## config.mk

```make
export PLATFORM = sky130hd
export DESIGN_NAME = epc_top
export DESIGN_NICKNAME = d
export VERILOG_FILES = /design/src/verilog/epc_pkg.sv /design/src/verilog/epc_top.sv
export SDC_FILE = /design/constraint.sdc
export NUM_CORES = 1
export LEC_CHECK = 0
export BUFFER_PORTS_ARGS = -buffer_cell sky130_fd_sc_hd__buf_2
export CORE_AREA = 2 2 68 135
export CTS_BUF_LIST = sky130_fd_sc_hd__clkbuf_8 sky130_fd_sc_hd__clkbuf_16
export DETAILED_ROUTE_END_ITERATION = 12
export DIE_AREA = 0 0 70 137
export PLACE_DENSITY_LB_ADDON = 0.05
export SLEW_MARGIN = 0
export SYNTH_ARGS = -nofsm -noshare
export SYNTH_HDL_FRONTEND = slang
export SYNTH_SLANG_ARGS = --single-unit
```

## constraint.sdc

```tcl
create_clock -name clk_i -period 2 [get_ports clk_i]
set_clock_uncertainty 0.05 [all_clocks]
set_input_delay 0.4 -clock clk_i [delete_from_list [all_inputs] [get_ports clk_i]]
set_output_delay 0.4 -clock clk_i [all_outputs]
set_load 0.02 [all_outputs]
```

## src/verilog/epc_pkg.sv

```systemverilog
/*
 * Constants, field layouts and types for the array programming control and option decoder.
 * Assumes a classic Wishbone master with 32-bit data and the array reached over plain ports.
 */
package epc_pkg;

    // ****************************************
    // Register map, as word indices.
    // ****************************************
    localparam logic [12:0] EPC_IDX_CTL = 13'h001c;
    localparam logic [12:0] EPC_IDX_OPT_UP = 13'h1eff;
    localparam logic [12:0] EPC_IDX_OPT_LO = 13'h1f00;
    localparam int EPC_UNMAP_BIT = 15;
    localparam logic [7:0] EPC_CTL_RST = 8'h00;
    localparam logic [7:0] EPC_OPT_RST = 8'h00;

    // ****************************************
    // Field positions.
    // ****************************************
    localparam int EPC_BIT_PG = 0;
    localparam int EPC_BIT_LAT = 2;
    localparam int EPC_OPT_WD = 0;
    localparam int EPC_OPT_LEVEL = 1;
    localparam int EPC_OPT_LSB_FIRST = 2;
    localparam int EPC_OPT_RATE_LO = 3;
    localparam int EPC_OPT_RATE_HI = 4;
    localparam int EPC_OPT_STOP = 5;
    localparam int EPC_OPT_SECURE = 7;

    // ****************************************
    // Serial clock divisors and boot patterns.
    // ****************************************
    localparam logic [6:0] EPC_DIV_64 = 7'h40;
    localparam logic [6:0] EPC_DIV_32 = 7'h20;
    localparam logic [6:0] EPC_DIV_16 = 7'h10;
    localparam logic [6:0] EPC_DIV_8 = 7'h08;
    localparam logic [2:0] EPC_PAT_PROG = 3'h7;
    localparam logic [2:0] EPC_PAT_VERIFY = 3'h6;
    localparam logic [2:0] EPC_PAT_DUMP = 3'h4;

    typedef enum logic [1:0] {
        EPC_BOOT_NONE = 2'b00,
        EPC_BOOT_PROG_VERIFY = 2'b01,
        EPC_BOOT_VERIFY = 2'b10,
        EPC_BOOT_DUMP = 2'b11
    } epc_boot_t;

    typedef enum logic [1:0] {
        EPC_ST_LOAD_UP = 2'b00,
        EPC_ST_LOAD_LO = 2'b01,
        EPC_ST_RUN = 2'b10
    } epc_st_t;

endpackage

```

## src/verilog/epc_top.sv

```systemverilog
/*
 * Programming control register, array access path and option byte decoder.
 * Assumes a classic Wishbone master and an array whose read data is valid in the
 * same cycle that its read strobe and address are driven.
 */
`timescale 1ns/100ps
module epc_top
    import epc_pkg::*;
(
    input wire logic clk_i,
    input wire logic rst_i,
    input wire logic wb_cyc_i,
    input wire logic wb_stb_i,
    input wire logic wb_we_i,
    input wire logic [15:2] wb_adr_i,
    input wire logic [3:0] wb_sel_i,
    input wire logic [31:0] wb_dat_i,
    output logic [31:0] wb_dat_o,
    output logic wb_ack_o,
    output logic [12:0] arr_addr_o,
    output logic arr_rd_o,
    input wire logic [7:0] arr_rdata_i,
    output logic [12:0] prog_addr_o,
    output logic [7:0] prog_data_o,
    output logic prog_valid_o,
    output logic prog_latch_o,
    output logic prog_power_o,
    input wire logic boot_select_high_i,
    input wire logic boot_select_mid_i,
    input wire logic boot_select_low_i,
    input wire logic boot_source_select_i,
    output epc_boot_t boot_mode_o,
    output logic boot_ext_src_o,
    input wire logic wd_timeout_i,
    input wire logic irq_pin_normal_i,
    output logic wd_reset_o,
    input wire logic irq_n_i,
    output logic irq_req_o,
    input wire logic [7:0] key_pins_i,
    output logic [7:0] key_pullup_options_o,
    output logic [7:0] key_irq_o,
    output logic lsb_first_o,
    output logic serial_tick_o,
    input wire logic stop_req_i,
    output logic halt_mode_o,
    output logic osc_stop_o,
    output logic secure_lock_o
);

    // ****************************************
    // Serial divisor decode.
    // ****************************************
    function automatic logic [6:0] epc_div(input logic [1:0] code);
        unique case (code)
            2'b00: epc_div = EPC_DIV_64;
            2'b01: epc_div = EPC_DIV_32;
            2'b10: epc_div = EPC_DIV_16;
            2'b11: epc_div = EPC_DIV_8;
        endcase
    endfunction

    epc_st_t st_r;
    epc_st_t st_nxt;
    logic lat_r;
    logic pg_r;
    logic pend_r;
    logic ack_r;
    logic [7:0] dat_r;
    logic cap_valid_r;
    logic [12:0] cap_addr_r;
    logic [7:0] cap_data_r;
    logic [7:0] opt_up_r;
    logic [7:0] opt_lo_r;
    epc_boot_t boot_r;
    logic ext_src_r;
    logic irq_prev_r;
    logic irq_r;
    logic [7:0] key_prev_r;
    logic [7:0] key_irq_r;
    logic wd_r;
    logic halt_r;
    logic osc_stop_r;
    logic [6:0] div_cnt_r;
    logic tick_r;

    // ****************************************
    // Bus decode.
    // ****************************************
    wire run = (st_r == EPC_ST_RUN);
    wire [12:0] idx = wb_adr_i[14:2];
    wire unmapped = wb_adr_i[EPC_UNMAP_BIT];
    wire is_ctl = !unmapped && (idx == EPC_IDX_CTL);
    wire is_arr = !unmapped && !is_ctl;
    wire req = wb_cyc_i && wb_stb_i && !pend_r && !ack_r && run;
    wire done = wb_cyc_i && wb_stb_i && ack_r;
    wire wr_done = done && wb_we_i && wb_sel_i[0];
    wire ctl_wr = wr_done && is_ctl;
    wire arr_wr = wr_done && is_arr && lat_r;
    wire bus_rd = pend_r && !wb_we_i && is_arr && !lat_r;
    wire [7:0] ctl_val = {5'h00, lat_r, 1'b0, pg_r};
    wire [7:0] rd_val = is_ctl ? ctl_val : (bus_rd ? arr_rdata_i : 8'h00);

    // Control bit interlocks: gate power only over an already set latch.
    wire lat_nxt = ctl_wr ? wb_dat_i[EPC_BIT_LAT] : lat_r;
    wire pg_nxt = ctl_wr ? (wb_dat_i[EPC_BIT_PG] && lat_r && wb_dat_i[EPC_BIT_LAT]) : pg_r;

    // ****************************************
    // Option decode.
    // ****************************************
    wire [2:0] boot_pat = {boot_select_high_i, boot_select_mid_i, boot_select_low_i};
    wire [1:0] rate = {opt_lo_r[EPC_OPT_RATE_HI], opt_lo_r[EPC_OPT_RATE_LO]};
    wire [6:0] div_val = epc_div(rate);
    wire div_end = (div_cnt_r == div_val - 7'h01);
    wire level_mode = opt_lo_r[EPC_OPT_LEVEL];
    wire irq_nxt = (irq_prev_r && !irq_n_i) || (level_mode && !irq_n_i);
    wire [7:0] key_nxt;

    genvar gi;
    generate
        for (gi = 0; gi < 8; gi = gi + 1) begin : g_key
            assign key_nxt[gi] = opt_up_r[gi] &&
                ((key_prev_r[gi] && !key_pins_i[gi]) || (level_mode && !key_pins_i[gi]));
        end
    endgenerate

    always_comb begin
        st_nxt = st_r;
        unique case (st_r)
            EPC_ST_LOAD_UP: st_nxt = EPC_ST_LOAD_LO;
            EPC_ST_LOAD_LO: st_nxt = EPC_ST_RUN;
            EPC_ST_RUN: st_nxt = EPC_ST_RUN;
            default: st_nxt = EPC_ST_LOAD_UP;
        endcase
    end

    // ****************************************
    // Array port.
    // ****************************************
    assign arr_addr_o = (st_r == EPC_ST_LOAD_UP) ? EPC_IDX_OPT_UP :
                        (st_r == EPC_ST_LOAD_LO) ? EPC_IDX_OPT_LO : idx;
    assign arr_rd_o = !run || bus_rd;

    // ****************************************
    // Control register and bus answer.
    // ****************************************
    always_ff @(posedge clk_i) begin
        if (rst_i) begin
            lat_r <= EPC_CTL_RST[EPC_BIT_LAT];
            pg_r <= EPC_CTL_RST[EPC_BIT_PG];
        end else begin
            lat_r <= lat_nxt;
            pg_r <= pg_nxt;
        end
    end

    always_ff @(posedge clk_i) begin
        if (rst_i) begin
            pend_r <= 1'b0;
            ack_r <= 1'b0;
            dat_r <= 8'h00;
        end else begin
            pend_r <= req;
            ack_r <= pend_r;
            if (pend_r) begin
                dat_r <= rd_val;
            end
        end
    end

    always_ff @(posedge clk_i) begin
        if (rst_i || !lat_r) begin
            cap_valid_r <= 1'b0;
            cap_addr_r <= 13'h0000;
            cap_data_r <= 8'h00;
        end else if (arr_wr && !cap_valid_r) begin
            cap_valid_r <= 1'b1;
            cap_addr_r <= idx;
            cap_data_r <= wb_dat_i[7:0];
        end
    end

    // ****************************************
    // Reset-time option load and boot strap capture.
    // ****************************************
    always_ff @(posedge clk_i) begin
        if (rst_i) begin
            st_r <= EPC_ST_LOAD_UP;
            opt_up_r <= EPC_OPT_RST;
            opt_lo_r <= EPC_OPT_RST;
            boot_r <= EPC_BOOT_NONE;
            ext_src_r <= 1'b0;
        end else begin
            st_r <= st_nxt;
            if (st_r == EPC_ST_LOAD_UP) begin
                opt_up_r <= arr_rdata_i;
                ext_src_r <= !boot_source_select_i;
                unique case (boot_pat)
                    EPC_PAT_PROG: boot_r <= EPC_BOOT_PROG_VERIFY;
                    EPC_PAT_VERIFY: boot_r <= EPC_BOOT_VERIFY;
                    EPC_PAT_DUMP: boot_r <= EPC_BOOT_DUMP;
                    default: boot_r <= EPC_BOOT_NONE;
                endcase
            end
            if (st_r == EPC_ST_LOAD_LO) begin
                opt_lo_r <= arr_rdata_i;
            end
        end
    end

    // ****************************************
    // Option driven behaviour.
    // ****************************************
    always_ff @(posedge clk_i) begin
        if (rst_i) begin
            irq_prev_r <= 1'b1;
            irq_r <= 1'b0;
            key_prev_r <= 8'hff;
            key_irq_r <= 8'h00;
            wd_r <= 1'b0;
            halt_r <= 1'b0;
            osc_stop_r <= 1'b0;
        end else begin
            irq_prev_r <= irq_n_i;
            irq_r <= irq_nxt && run;
            key_prev_r <= key_pins_i;
            key_irq_r <= run ? key_nxt : 8'h00;
            wd_r <= run && opt_lo_r[EPC_OPT_WD] && wd_timeout_i && irq_pin_normal_i;
            halt_r <= run && stop_req_i && opt_lo_r[EPC_OPT_STOP];
            osc_stop_r <= run && stop_req_i && !opt_lo_r[EPC_OPT_STOP];
        end
    end

    always_ff @(posedge clk_i) begin
        if (rst_i || !run) begin
            div_cnt_r <= 7'h00;
            tick_r <= 1'b0;
        end else begin
            div_cnt_r <= div_end ? 7'h00 : div_cnt_r + 7'h01;
            tick_r <= div_end;
        end
    end

    // ****************************************
    // Outputs.
    // ****************************************
    assign wb_ack_o = ack_r;
    assign wb_dat_o = {24'h000000, dat_r};
    assign prog_addr_o = cap_addr_r;
    assign prog_data_o = cap_data_r;
    assign prog_valid_o = cap_valid_r;
    assign prog_latch_o = lat_r;
    assign prog_power_o = pg_r;
    assign boot_mode_o = boot_r;
    assign boot_ext_src_o = ext_src_r;
    assign wd_reset_o = wd_r;
    assign irq_req_o = irq_r;
    assign key_pullup_options_o = opt_up_r;
    assign key_irq_o = key_irq_r;
    assign lsb_first_o = opt_lo_r[EPC_OPT_LSB_FIRST];
    assign serial_tick_o = tick_r;
    assign halt_mode_o = halt_r;
    assign osc_stop_o = osc_stop_r;
    assign secure_lock_o = opt_lo_r[EPC_OPT_SECURE];

    // ****************************************
    // Checks.
    // ****************************************
    AST_RESET_CLEAR:
        assert property (@(posedge clk_i) rst_i |=> (!prog_latch_o && !prog_power_o))
        else $error("control bits not cleared by reset");

    AST_POWER_OFF:
        assert property (@(posedge clk_i) disable iff (rst_i)
            (ctl_wr && !wb_dat_i[EPC_BIT_PG]) |=> !prog_power_o)
        else $error("power stays on after clearing write");

    AST_POWER_NEEDS_LATCH:
        assert property (@(posedge clk_i) disable iff (rst_i)
            $rose(prog_power_o) |-> $past(prog_latch_o))
        else $error("power set without prior latch");

    AST_LATCH_DROPS_POWER:
        assert property (@(posedge clk_i) disable iff (rst_i)
            $fell(prog_latch_o) |-> !prog_power_o)
        else $error("power survives latch clear");

    AST_BOTH_SET:
        assert property (@(posedge clk_i) disable iff (rst_i)
            (ctl_wr && !lat_r && wb_dat_i[EPC_BIT_LAT] && wb_dat_i[EPC_BIT_PG])
            |=> (prog_latch_o && !prog_power_o))
        else $error("double set did not give latch only");

    AST_CAPTURE:
        assert property (@(posedge clk_i) disable iff (rst_i)
            (arr_wr && !cap_valid_r) |=> (prog_valid_o && prog_addr_o == $past(idx)))
        else $error("latched write target not captured");

    AST_LATCHED_READ_ZERO:
        assert property (@(posedge clk_i) disable iff (rst_i)
            (req && !wb_we_i && is_arr && lat_r) |=> ##1 (wb_ack_o && wb_dat_o == 32'h0))
        else $error("latched array read returned data");

    AST_CTL_READBACK:
        assert property (@(posedge clk_i) disable iff (rst_i)
            (pend_r && is_ctl && !wb_we_i) |=> (wb_dat_o[7:0] == $past(ctl_val)))
        else $error("control readback wrong");

    AST_OPT_STABLE:
        assert property (@(posedge clk_i) disable iff (rst_i)
            (run && $past(run)) |-> $stable(opt_lo_r))
        else $error("options changed without reset");

    AST_TICK_SPACING:
        assert property (@(posedge clk_i) disable iff (rst_i || !run)
            (serial_tick_o && rate == 2'b11) |=> !serial_tick_o [*7] ##1 serial_tick_o)
        else $error("divide by 8 spacing wrong");

    AST_LATCHED_NO_STROBE:
        assert property (@(posedge clk_i) disable iff (rst_i)
            (run && lat_r) |-> !arr_rd_o)
        else $error("array strobed while latched");

    AST_ARRAY_READ:
        assert property (@(posedge clk_i) disable iff (rst_i)
            bus_rd |=> (wb_dat_o[7:0] == $past(arr_rdata_i)))
        else $error("array read data not returned");

    AST_BOOT_PROG:
        assert property (@(posedge clk_i) disable iff (rst_i)
            (st_r == EPC_ST_LOAD_UP && boot_pat == EPC_PAT_PROG)
            |=> (boot_mode_o == EPC_BOOT_PROG_VERIFY))
        else $error("program pattern not decoded");

    AST_WATCHDOG_OFF:
        assert property (@(posedge clk_i) disable iff (rst_i)
            (run && !opt_lo_r[EPC_OPT_WD]) |=> !wd_reset_o)
        else $error("watchdog reset while disabled");

    AST_STOP_ONE_MODE:
        assert property (@(posedge clk_i) disable iff (rst_i)
            (run && stop_req_i) |=> (halt_mode_o != osc_stop_o))
        else $error("stop request gave no single mode");

endmodule

```

==> metrics.md, run 1 <==
| Metric | Value |
|---|---|
| # Max-Cap Violations | 0 |
| CP Capture Type | output pin |
| Worst-path cell chain | inv_1, nor2_2, nor2_4, nand2_2, buf_2 |
| Power density over the cells | ~940 mW/mm^2 |
| Max Root-Sink Buffers | 2 |
| Final-stage net count | 594 |
| Row cnt | 48 |
| Final setup fails | 0 |
| Vias/cell | ~5.0 |
| DRT Wirelength | 9.22 mm |
| Hold Crit Depth | 2 |
| Die height | roughly 140 microns |
| Unrepaired setup endpoints after global routing | false |
| Latest clock arrival within the worst-skew pair | between 300 and 400 ps |
| CTS tree | done |
| FFs w/ async S/R, synth | 0 |
| Sw Pwr | about 1.2 mW |
| Critical R2R Launch | div_cnt_r[3] |
| Commonest non-fill, non-tap cell in the layout | buf_2 |
| Initial core utilization | 0.406 |
| Setup_tns | 0 ps |
| Clock power frac | 0.392 |
| Leak | a little under 2 nW |
| Max_slew headroom | 0.658 |
| Fillers | 846 |
| Synth Cell Area | between 0.003 and 0.004 sq mm |
| PortBufs | approximately 120 |
| Post-layout minimum cycle time | 1890 ps |
| Worst Hold Class | input port to flop |
| Post-DP HPWL | 6.99 mm |
| CP top delay family | simple AND/OR/NAND/NOR gates |
| Number of buffers created by CTS | 9 |
| Flop-to-flop setup slack | about 240 ps |
| Max Slew Vio Count | 0 |
| Routed via count | 3102 |
| Post-Syn Area per Cell | roughly 8.9 sq um |
| Hold Crit Start | key_pins_i[3] |
| Max stage delay on crit path | roughly 390 ps |
| Period utilization | 0.943 |
| Post-synthesis cell type count | 44 |
| CTS sink cnt | between 80 and 90 |
| Fraction of layout cells with a size suffix above 1 | 0.346 |
| Most used DFF post-synth | dfxtp_1 |
| Slowest cell on crit path | nor2_2 |
| DR WL/cell | 15.0 microns |
| Total GRT Usage | 0.193 |
| Outcome | finished clean |
| Hold Slack | around 190 ps |
| Combinational Power Share | 0.185 |
| IO Pins | ~180 |
| Largest net degree at the start of global routing | 36 |
| Die Width | roughly 70 microns |
| Cell count of the worst reg-to-reg path | 4 |
| Vias in the first global route | 3107 |
| Number of synthesized flops with an enable pin | 0 |
| Initial antenna violation count | 0 |
| Worst-path clk slew | approximately 60 ps |
| Synth-to-Final Area Change | 28.7% |
| Placer Congestion | just over 0.8 |
| Clock root cell | clkbuf_16 |
| Syn Inst Count | ~390 |
| Most frequent cells in the layout | 124 x buf_2, 83 x dfxtp_1, 37 x nor2_1 |
| Arr. time, crit path | 1440 ps |
| Buffers & Inverters on Critical Path | 2 |
| Int Power | 3.03 mW |
| Net Sw Frac | 0.277 |
| Synth Register Bits | slightly above 80 |
| Post-synthesis sequential area ratio | 0.480 |
| Crit path max fanout | 10 |
| Core area | 0.00853 sq mm |
| H-tree depth | 3 |
| Drt first-iter violations | 141 |
| Req. time, crit path | about 1600 ps |
| Hold Fails Final Rpt | 0 |
| Peak supply drop | roughly 0.59 mV |
| Post-DRT Antenna Nets | 0 |
| Worst Hold End | key_irq_o[3] |
| DRC | 0 |
| Crit Reg-Reg Endpoint | serial_tick_o |
| GRT Residual Overflow | 0 |
| Measured slew at the worst slew-check pin | 513 ps |
| Die footprint | 0.00959 sq mm |
| First-pass iteration count of the detailed router | 5 |
| First-pass GRT wire length | roughly 15 mm |
| Post-CTS Hold Buffers | 0 |
| Crit start category | flop |
| Crit path kind | flop to output pin |
| Ys Warns | 0 |
| Max frequency | ~530 MHz |
| Antenna Cells | 0 |
| Sequential share of power | 0.423 |
layout make-up:
class                           instances  area (sq um)  area share
Multi-Input combinational cell        262          1580       0.354
Inverter                               18          67.6      0.0152
Tap cell                              100           125      0.0281
Timing Repair Buffer                  137           718       0.161
Clock buffer                           11           253      0.0567
Sequential cell                        83          1660       0.373
Clock inverter                          4          50.0      0.0112
registers in the layout (all words and copies together) (netlist names), 2 cells and up:
name	cells
boot_mode_o	2
dat_r	8
div_cnt_r	7
key_irq_o	8
key_prev_r	8
key_pullup_options_o	8
opt_lo_r	7
prog_addr_o	13
prog_data_o	8
st_r	2
how the worst max path moves through the flow:
stage                             from              to  slack [ps]  depth (start not counted)
final                          st_r[0]   arr_addr_o[9]         110                          5
after CTS                 prog_latch_o        arr_rd_o          60                          4
after global routing       wb_adr_i[2]        arr_rd_o          10                          6
after floorplan                st_r[1]  arr_addr_o[10]          40                          7
after global placement     wb_adr_i[9]    prog_power_o         100                          5
after detailed placement   wb_adr_i[9]    prog_power_o          50                          5
Yosys cell counts, types with 10 or more instances:
cell type | n | area (sq um)
nand2_1 | 15 | 56.3
dfxtp_1 | 83 | 1660
mux2i_1 | 15 | 150
inv_1 | 18 | 67.6
buf_4 | 24 | 180
o21ai_0 | 21 | 105
nor2_1 | 39 | 146
nand2b_1 | 10 | 62.6
clkbuf_1 | 19 | 71.3
nand3_1 | 32 | 160
a21oi_1 | 35 | 175
or2_2 | 10 | 62.6
repair_timing:
action                     4_1_cts  5_1_grt
setup endpoints to repair       13        1
buffers inserted                 0        2
pin swaps                        0        1
gates resized for setup          1        1
cloned                           0        0
per-layer routing:
metal,track usage,vias to the layer above,part of all wire
met3,0.0457,13,0.049
met5,0,-,0
li1,-,1525,-
met2,0.369,98,0.57
met1,0.198,1466,0.37
met4,0.0780,0,0.018
stage by stage:
stage          power [mW]  area [sq um]   util  std cells  setup WS, ps
3_5_place_dp         2.59          4130  0.484        598          54.8
5_1_grt              4.38          4450  0.522        615          14.1
4_1_cts              4.25          4430  0.520        613          57.1
3_3_place_gp         2.58          4130  0.484        598           101
2_1_floorplan        2.35          3570      -        410          37.6
6_report             4.20          4450  0.522        615           113
cells by family after synthesis:
group	count (synthesis)	synth area share
buffers and inverters	65	0.0976
DFF	83	0.480
xor gates and xnor gates	6	0.0152
muxes	15	0.0434
AOI/OAI and AO/OA	73	0.131
other	1	0.00108
and+or+nand+nor	140	0.217
adders and majority gates	4	0.0145
power by group through the flow:
stage / clock, mW / combinational, mW / sequential (mW)
2_1_floorplan: 0 / 0.505 / 1.85
3_3_place_gp: 0 / 0.773 / 1.81
3_5_place_dp: 0 / 0.779 / 1.81
4_1_cts: 1.70 / 0.783 / 1.78
5_1_grt: 1.75 / 0.851 / 1.78
6_report: 1.65 / 0.776 / 1.78
No activity file was read; power rests on OpenSTA's default activity.
==> inputs of run 2 (changes only) <==
PLACE_DENSITY_LB_ADDON = 0.3   (was 0.05)
==> metrics.md, run 2 (synthesis results as in run 1) <==
| Metric | Value |
|---|---|
| Number of flip-flops in the largest register | 13 (unchanged) |
| Post-DRT Antenna Nets | 0 (unchanged) |
| Post-layout minimum cycle time | 1910 ps (was 1890 ps) |
| Drt first-iter violations | 132 (was 141) |
| Post-DP HPWL | 6.85 mm (was 6.99 mm) |
| CP Capture Type | output pin (unchanged) |
| Post-CTS Hold Buffers | 0 (unchanged) |
| Total GRT Usage | 0.187 (was 0.193) |
| Die footprint | 0.00959 sq mm (unchanged) |
| Placed insts | 597 (was 598) |
| Crit path max fanout | 4 (was 10) |
| Arr. time, crit path | 1460 ps (was 1440 ps) |
| DR WL/cell | 14.6 microns (was 15.0 microns) |
| Max_slew headroom | 0.605 (was 0.658) |
| Die height | 137 microns (unchanged) |
| Net Sw Frac | 0.286 (was 0.277) |
| Sequential share of power | 0.429 (was 0.423) |
| Fillers | 815 (was 846) |
| Antenna Cells | 0 (unchanged) |
| Vias in the first global route | 2912 (was 3107) |
| Hold Crit Depth | 2 (unchanged) |
| Design area | 0.00442 sq mm (was 0.00445 sq mm) |
| CTS tree | done (unchanged) |
| DRT Wirelength | 8.95 mm (was 9.22 mm) |
| Placed inst area | 0.00412 sq mm (was 0.00413 sq mm) |
| Peak supply drop | 0.510 mV (was 0.590 mV) |
| Setup_tns | 0 ps (unchanged) |
| Largest net degree at the start of global routing | 33 (was 36) |
| Most frequent cells in the layout | 124 x buf_2, 82 x dfxtp_1, 37 x nor2_1 (was 124 x buf_2, 83 x dfxtp_1, 37 x nor2_1) |
| Power density over the cells | 937 mW/mm^2 (was 942 mW/mm^2) |
| Final-stage net count | 591 (was 594) |
| Routed via count | 3110 (was 3102) |
| Crit path kind | input port to output pin (was flop to output pin) |
| Core area | 0.00853 sq mm (unchanged) |
| Cell count of the worst reg-to-reg path | 4 (unchanged) |
| Max Slew Vio Count | 0 (unchanged) |
| Outcome | finished clean (unchanged) |
| Number of buffers created by CTS | 9 (unchanged) |
| Crit start category | input port (was flop) |
| Row cnt | 48 (unchanged) |
| Combinational Power Share | 0.187 (was 0.185) |
| Finished Core Util | 0.519 (was 0.522) |
| Period utilization | 0.954 (was 0.943) |
| Int Power | 2.96 mW (was 3.03 mW) |
| First-pass iteration count of the detailed router | 4 (was 5) |
| Synth-to-Final Area Change | 27.8% (was 28.7%) |
| Fin cells | 613 (was 615) |
| GRT Residual Overflow | 0 (unchanged) |
| Req. time, crit path | 1550 ps (about the same) |
| Clock root cell | clkbuf_16 (unchanged) |
| IO Pins | 176 (unchanged) |
| First-pass GRT wire length | 14.0 mm (was 14.7 mm) |
| Fraction of layout cells with a size suffix above 1 | 0.339 (was 0.346) |
| Final setup fails | 0 (unchanged) |
| Latest clock arrival within the worst-skew pair | 330 ps (about the same) |
| # Max-Cap Violations | 0 (unchanged) |
| Leak | 1.96 nW (was 1.97 nW) |
| Max frequency | 524 MHz (was 530 MHz) |
| Clock power frac | 0.384 (was 0.392) |
| Worst-path clk slew | 60 ps (about the same) |
| Hold Fails Final Rpt | 0 (unchanged) |
| Final total power | 4.15 mW (was 4.20 mW) |
| Measured slew at the worst slew-check pin | 593 ps (was 513 ps) |
| PortBufs | 124 (unchanged) |
| DRC | 0 (unchanged) |
| Unrepaired setup endpoints after global routing | false (unchanged) |
| Placer Congestion | 0.887 (was 0.820) |
| Sw Pwr | 1.19 mW (was 1.16 mW) |
| H-tree depth | 3 (unchanged) |
| Initial core utilization | 0.406 (unchanged) |
| Max Root-Sink Buffers | 2 (unchanged) |
| Worst Hold Class | input port to flop (unchanged) |
| Commonest non-fill, non-tap cell in the layout | buf_2 (unchanged) |
| CTS sink cnt | 83 (unchanged) |
| Initial antenna violation count | 0 (unchanged) |
| Post-CTS Setup Bufs | 0 (unchanged) |
| Die Width | 70 microns (unchanged) |
| Vias/cell | 5.07 (was 5.04) |
-- run 2: path summary, 6_finish.rpt --
kind                       from       endpoint  slack, ps
setup / recovery    wb_adr_i[9]       arr_rd_o         90
hold / removal    key_pins_i[7]   key_irq_o[7]        180
setup reg to reg   div_cnt_r[3]  serial_tick_o        240
hold reg to reg     opt_lo_r[5]     osc_stop_o        400
-- run 2: timing repair --
item	CTS	global route
setup endpoints to repair	13	4
endpoints found under the hold margin	0	0
cloned	0	0
resized for setup	1	3
-- run 2: layer usage --
layer / vias to the layer above / GRT usage / part of all wire
met5: - / 0 / 0
met4: 0 / 0.0673 / 0.019
met3: 14 / 0.0471 / 0.055
met2: 114 / 0.355 / 0.55
met1: 1464 / 0.195 / 0.37
li1: 1518 / - / -
-- run 2: per-stage QoR --
stage          setup slack (ps)  hold slack [ps]
3_3_place_gp                118              391
2_1_floorplan              37.6              352
3_5_place_dp               94.7              395
4_1_cts                    75.7              174
6_report                   91.3              180
5_1_grt                    17.3              176
-- run 2: power groups by stage --
stage          combinational [mW]  clock (mW)  sequential [mW]
6_report                    0.774        1.59             1.78
2_1_floorplan               0.505           0             1.85
3_3_place_gp                0.764           0             1.81
5_1_grt                     0.845        1.68             1.79
4_1_cts                     0.779        1.63             1.78
3_5_place_dp                0.775           0             1.81
-- run 2: worst max-delay path: stages --
cell and delay, ps:
buf_2 130, nor4_4 370, a41oi_2 220, nand2_1 120, nand2_1 60, buf_2 160
-- run 2: cell type report --
type | instances | area [sq um] | area share
flip-flops and latches | 83 | 1660 | 0.376
multi-input cells | 262 | 1580 | 0.358
repair buffers | 134 | 696 | 0.157
clock buffers | 9 | 225 | 0.0509
well taps | 100 | 125 | 0.0283
inverters | 18 | 67.6 | 0.0153
clock inverters | 7 | 62.6 | 0.0141
==> inputs of run 3 (changes only) <==
CORE_AREA = 2 2 63 124   (was 2 2 68 135)
DIE_AREA = 0 0 65 126   (was 0 0 70 137)
MAX_ROUTING_LAYER = met4   (was not set)
clock period = 2.4 ns   (was 2 ns; I/O delays follow)
==> metrics.md, run 3 (synthesis results as in run 1) <==
| Metric | Value |
|---|---|
| Die footprint | 0.00819 sq mm (was 0.00959 sq mm) |
| Measured slew at the worst slew-check pin | 674 ps (was 593 ps) |
| Placer Congestion | 0.825 (was 0.887) |
| IO Pins | 176 (unchanged) |
| First-pass GRT wire length | 13.4 mm (was 14.0 mm) |
| Total GRT Usage | 0.216 (was 0.187) |
| Fin cells | 602 (was 613) |
| Clock root cell | clkbuf_16 (unchanged) |
| Setup_tns | 0 ps (unchanged) |
| Final-stage net count | 589 (was 591) |
| Post-layout minimum cycle time | 2040 ps |
| Drt first-iter violations | 127 (was 132) |
| Register area | 0.00166 sq mm (about the same) |
| CTS sink cnt | 83 (unchanged) |
| CTS tree | done (unchanged) |
| Arr. time, crit path | 1510 ps (was 1460 ps) |
| Crit path kind | flop to output pin (was input port to output pin) |
| Core area | 0.00721 sq mm (was 0.00853 sq mm) |
| Critical R2R Launch | div_cnt_r[3] (unchanged) |
| Req. time, crit path | 1870 ps (was 1550 ps) |
| Hold Fails Final Rpt | 0 (unchanged) |
| Post-CTS Setup Bufs | 0 (unchanged) |
| Synth-to-Final Area Change | 25.9% (was 27.8%) |
| Post-DP HPWL | 6.59 mm (was 6.85 mm) |
| Fraction of layout cells with a size suffix above 1 | 0.322 (was 0.339) |
| # Max-Cap Violations | 0 (unchanged) |
| Latest clock arrival within the worst-skew pair | 330 ps (about the same) |
| Most frequent cells in the layout | 124 x buf_2, 83 x dfxtp_1, 38 x nor2_1 (was 124 x buf_2, 82 x dfxtp_1, 37 x nor2_1) |
| Worst Hold Class | input port to flop (unchanged) |
| Peak supply drop | 0.789 mV (was 0.510 mV) |
| Placed insts | 587 (was 597) |
| Outcome | finished clean (unchanged) |
| Unrepaired setup endpoints after global routing | false (unchanged) |
| First-pass iteration count of the detailed router | 4 (unchanged) |
| Number of buffers created by CTS | 9 (unchanged) |
| H-tree depth | 3 (unchanged) |
| Antenna Cells | 0 (unchanged) |
| Max frequency | around 490 MHz |
| DRT Wirelength | 8.57 mm (was 8.95 mm) |
| Number of flip-flops in the largest register | 13 (unchanged) |
| Vias in the first global route | 2913 (was 2912) |
| Period utilization | 0.849 |
| Post-DRT Antenna Nets | 0 (unchanged) |
| Commonest non-fill, non-tap cell in the layout | buf_2 (unchanged) |
| Max Root-Sink Buffers | 2 (unchanged) |
| Area occupied by multi-input gates | 0.00156 sq mm (was 0.00158 sq mm) |
| Initial antenna violation count | 0 (unchanged) |
| Worst-path clk slew | 60 ps (about the same) |
| Die height | 126 microns (was 137 microns) |
| Row cnt | 44 (was 48) |
| Initial core utilization | 0.480 (was 0.406) |
| Leak | 1.95 nW (was 1.96 nW) |
| PortBufs | 124 (unchanged) |
| Die Width | 65 microns (was 70 microns) |
| Crit path max fanout | 10 (was 4) |
| Routed via count | 3080 (was 3110) |
| CP Capture Type | output pin (unchanged) |
| Crit start category | flop (was input port) |
| Power density over the cells | 779 mW/mm^2 (was 937 mW/mm^2) |
| GRT Residual Overflow | 0 (unchanged) |
| DRC | 0 (unchanged) |
| Hold Crit Start | key_pins_i[3] (was key_pins_i[7]) |
| Max Slew Vio Count | 0 (unchanged) |
| CP startpoint | st_r[0] (was wb_adr_i[9]) |
| DR WL/cell | 14.2 microns (was 14.6 microns) |
| Fillers | 648 (was 815) |
| Max_slew headroom | 0.550 (was 0.605) |
| Vias/cell | 5.12 (was 5.07) |
| Largest net degree at the start of global routing | 33 (unchanged) |
| Final setup fails | 0 (unchanged) |
-- run 3: cell types whose count changed in the layout (fill, tap and decap cells not counted) --
cell,before,now
buf_4,10,8
nor2_4,2,0
clkinvlp_4,1,0
nand2_1,11,15
nor2_2,0,1
nand2_2,4,0
nor3b_2,2,1
clkinv_2,1,2
nor3b_1,0,1
nor2_1,37,38
dfxtp_1,82,83
dfxtp_2,1,0
clkinv_4,1,0
-- run 3: worst paths after layout --
| path | end | slack, ps | depth (start not counted) |
|---|---|---|---|
| min reg2reg | osc_stop_o | 390 | 1 |
| max reg2reg | serial_tick_o | 600 | 4 |
| min | key_irq_o[3] | 270 | 2 |
| max | arr_addr_o[10] | 360 | 5 |
-- run 3: area by class of cell --
class                           count  share of cell area
Tap cell                           92              0.0264
Timing Repair Buffer              132               0.156
Inverter                           18              0.0155
Clock buffer                        9              0.0517
Clock inverter                      6              0.0118
Multi-Input combinational cell    262               0.357
Sequential cell                    83               0.381
-- run 3: power breakdown --
part	leakage, nW	switching, mW	internal, mW	total (mW)
sequential	0.675	0.0421	1.44	1.48
combinational	1.12	0.401	0.225	0.626
clock	0.149	0.504	0.784	1.29
total	1.95	0.947	2.45	3.39
-- run 3: worst max-delay path, cell delays in order (launching register included) --
cell	delay [ps]
dfxtp_1	330
inv_1	80
nor2_2	350
nor2_1	180
nand2_1	90
buf_2	160
-- run 3: metal layers --
layer | wire length (microns) | GRT usage
met5 | 0 | -
met4 | 140 | 0.0663
met3 | 503 | 0.0482
met2 | 4780 | 0.400
met1 | 3150 | 0.219
-- run 3: timing repair --
item	CTS	global route
endpoints found under the hold margin	0	0
endpoints found under the setup margin	0	4
hold buffers	0	0
resized for setup	0	1
-- run 3: through the flow --
step	hold slack (ps)	setup WS, ps	utilization	cell area [sq um]	total power [mW]
2_1_floorplan	352	109	-	3550	1.94
3_3_place_gp	369	405	0.566	4080	2.12
3_5_place_dp	375	381	0.566	4080	2.14
4_1_cts	262	141	0.604	4360	3.43
5_1_grt	267	223	0.604	4360	3.54
6_report	272	362	0.604	4360	3.39
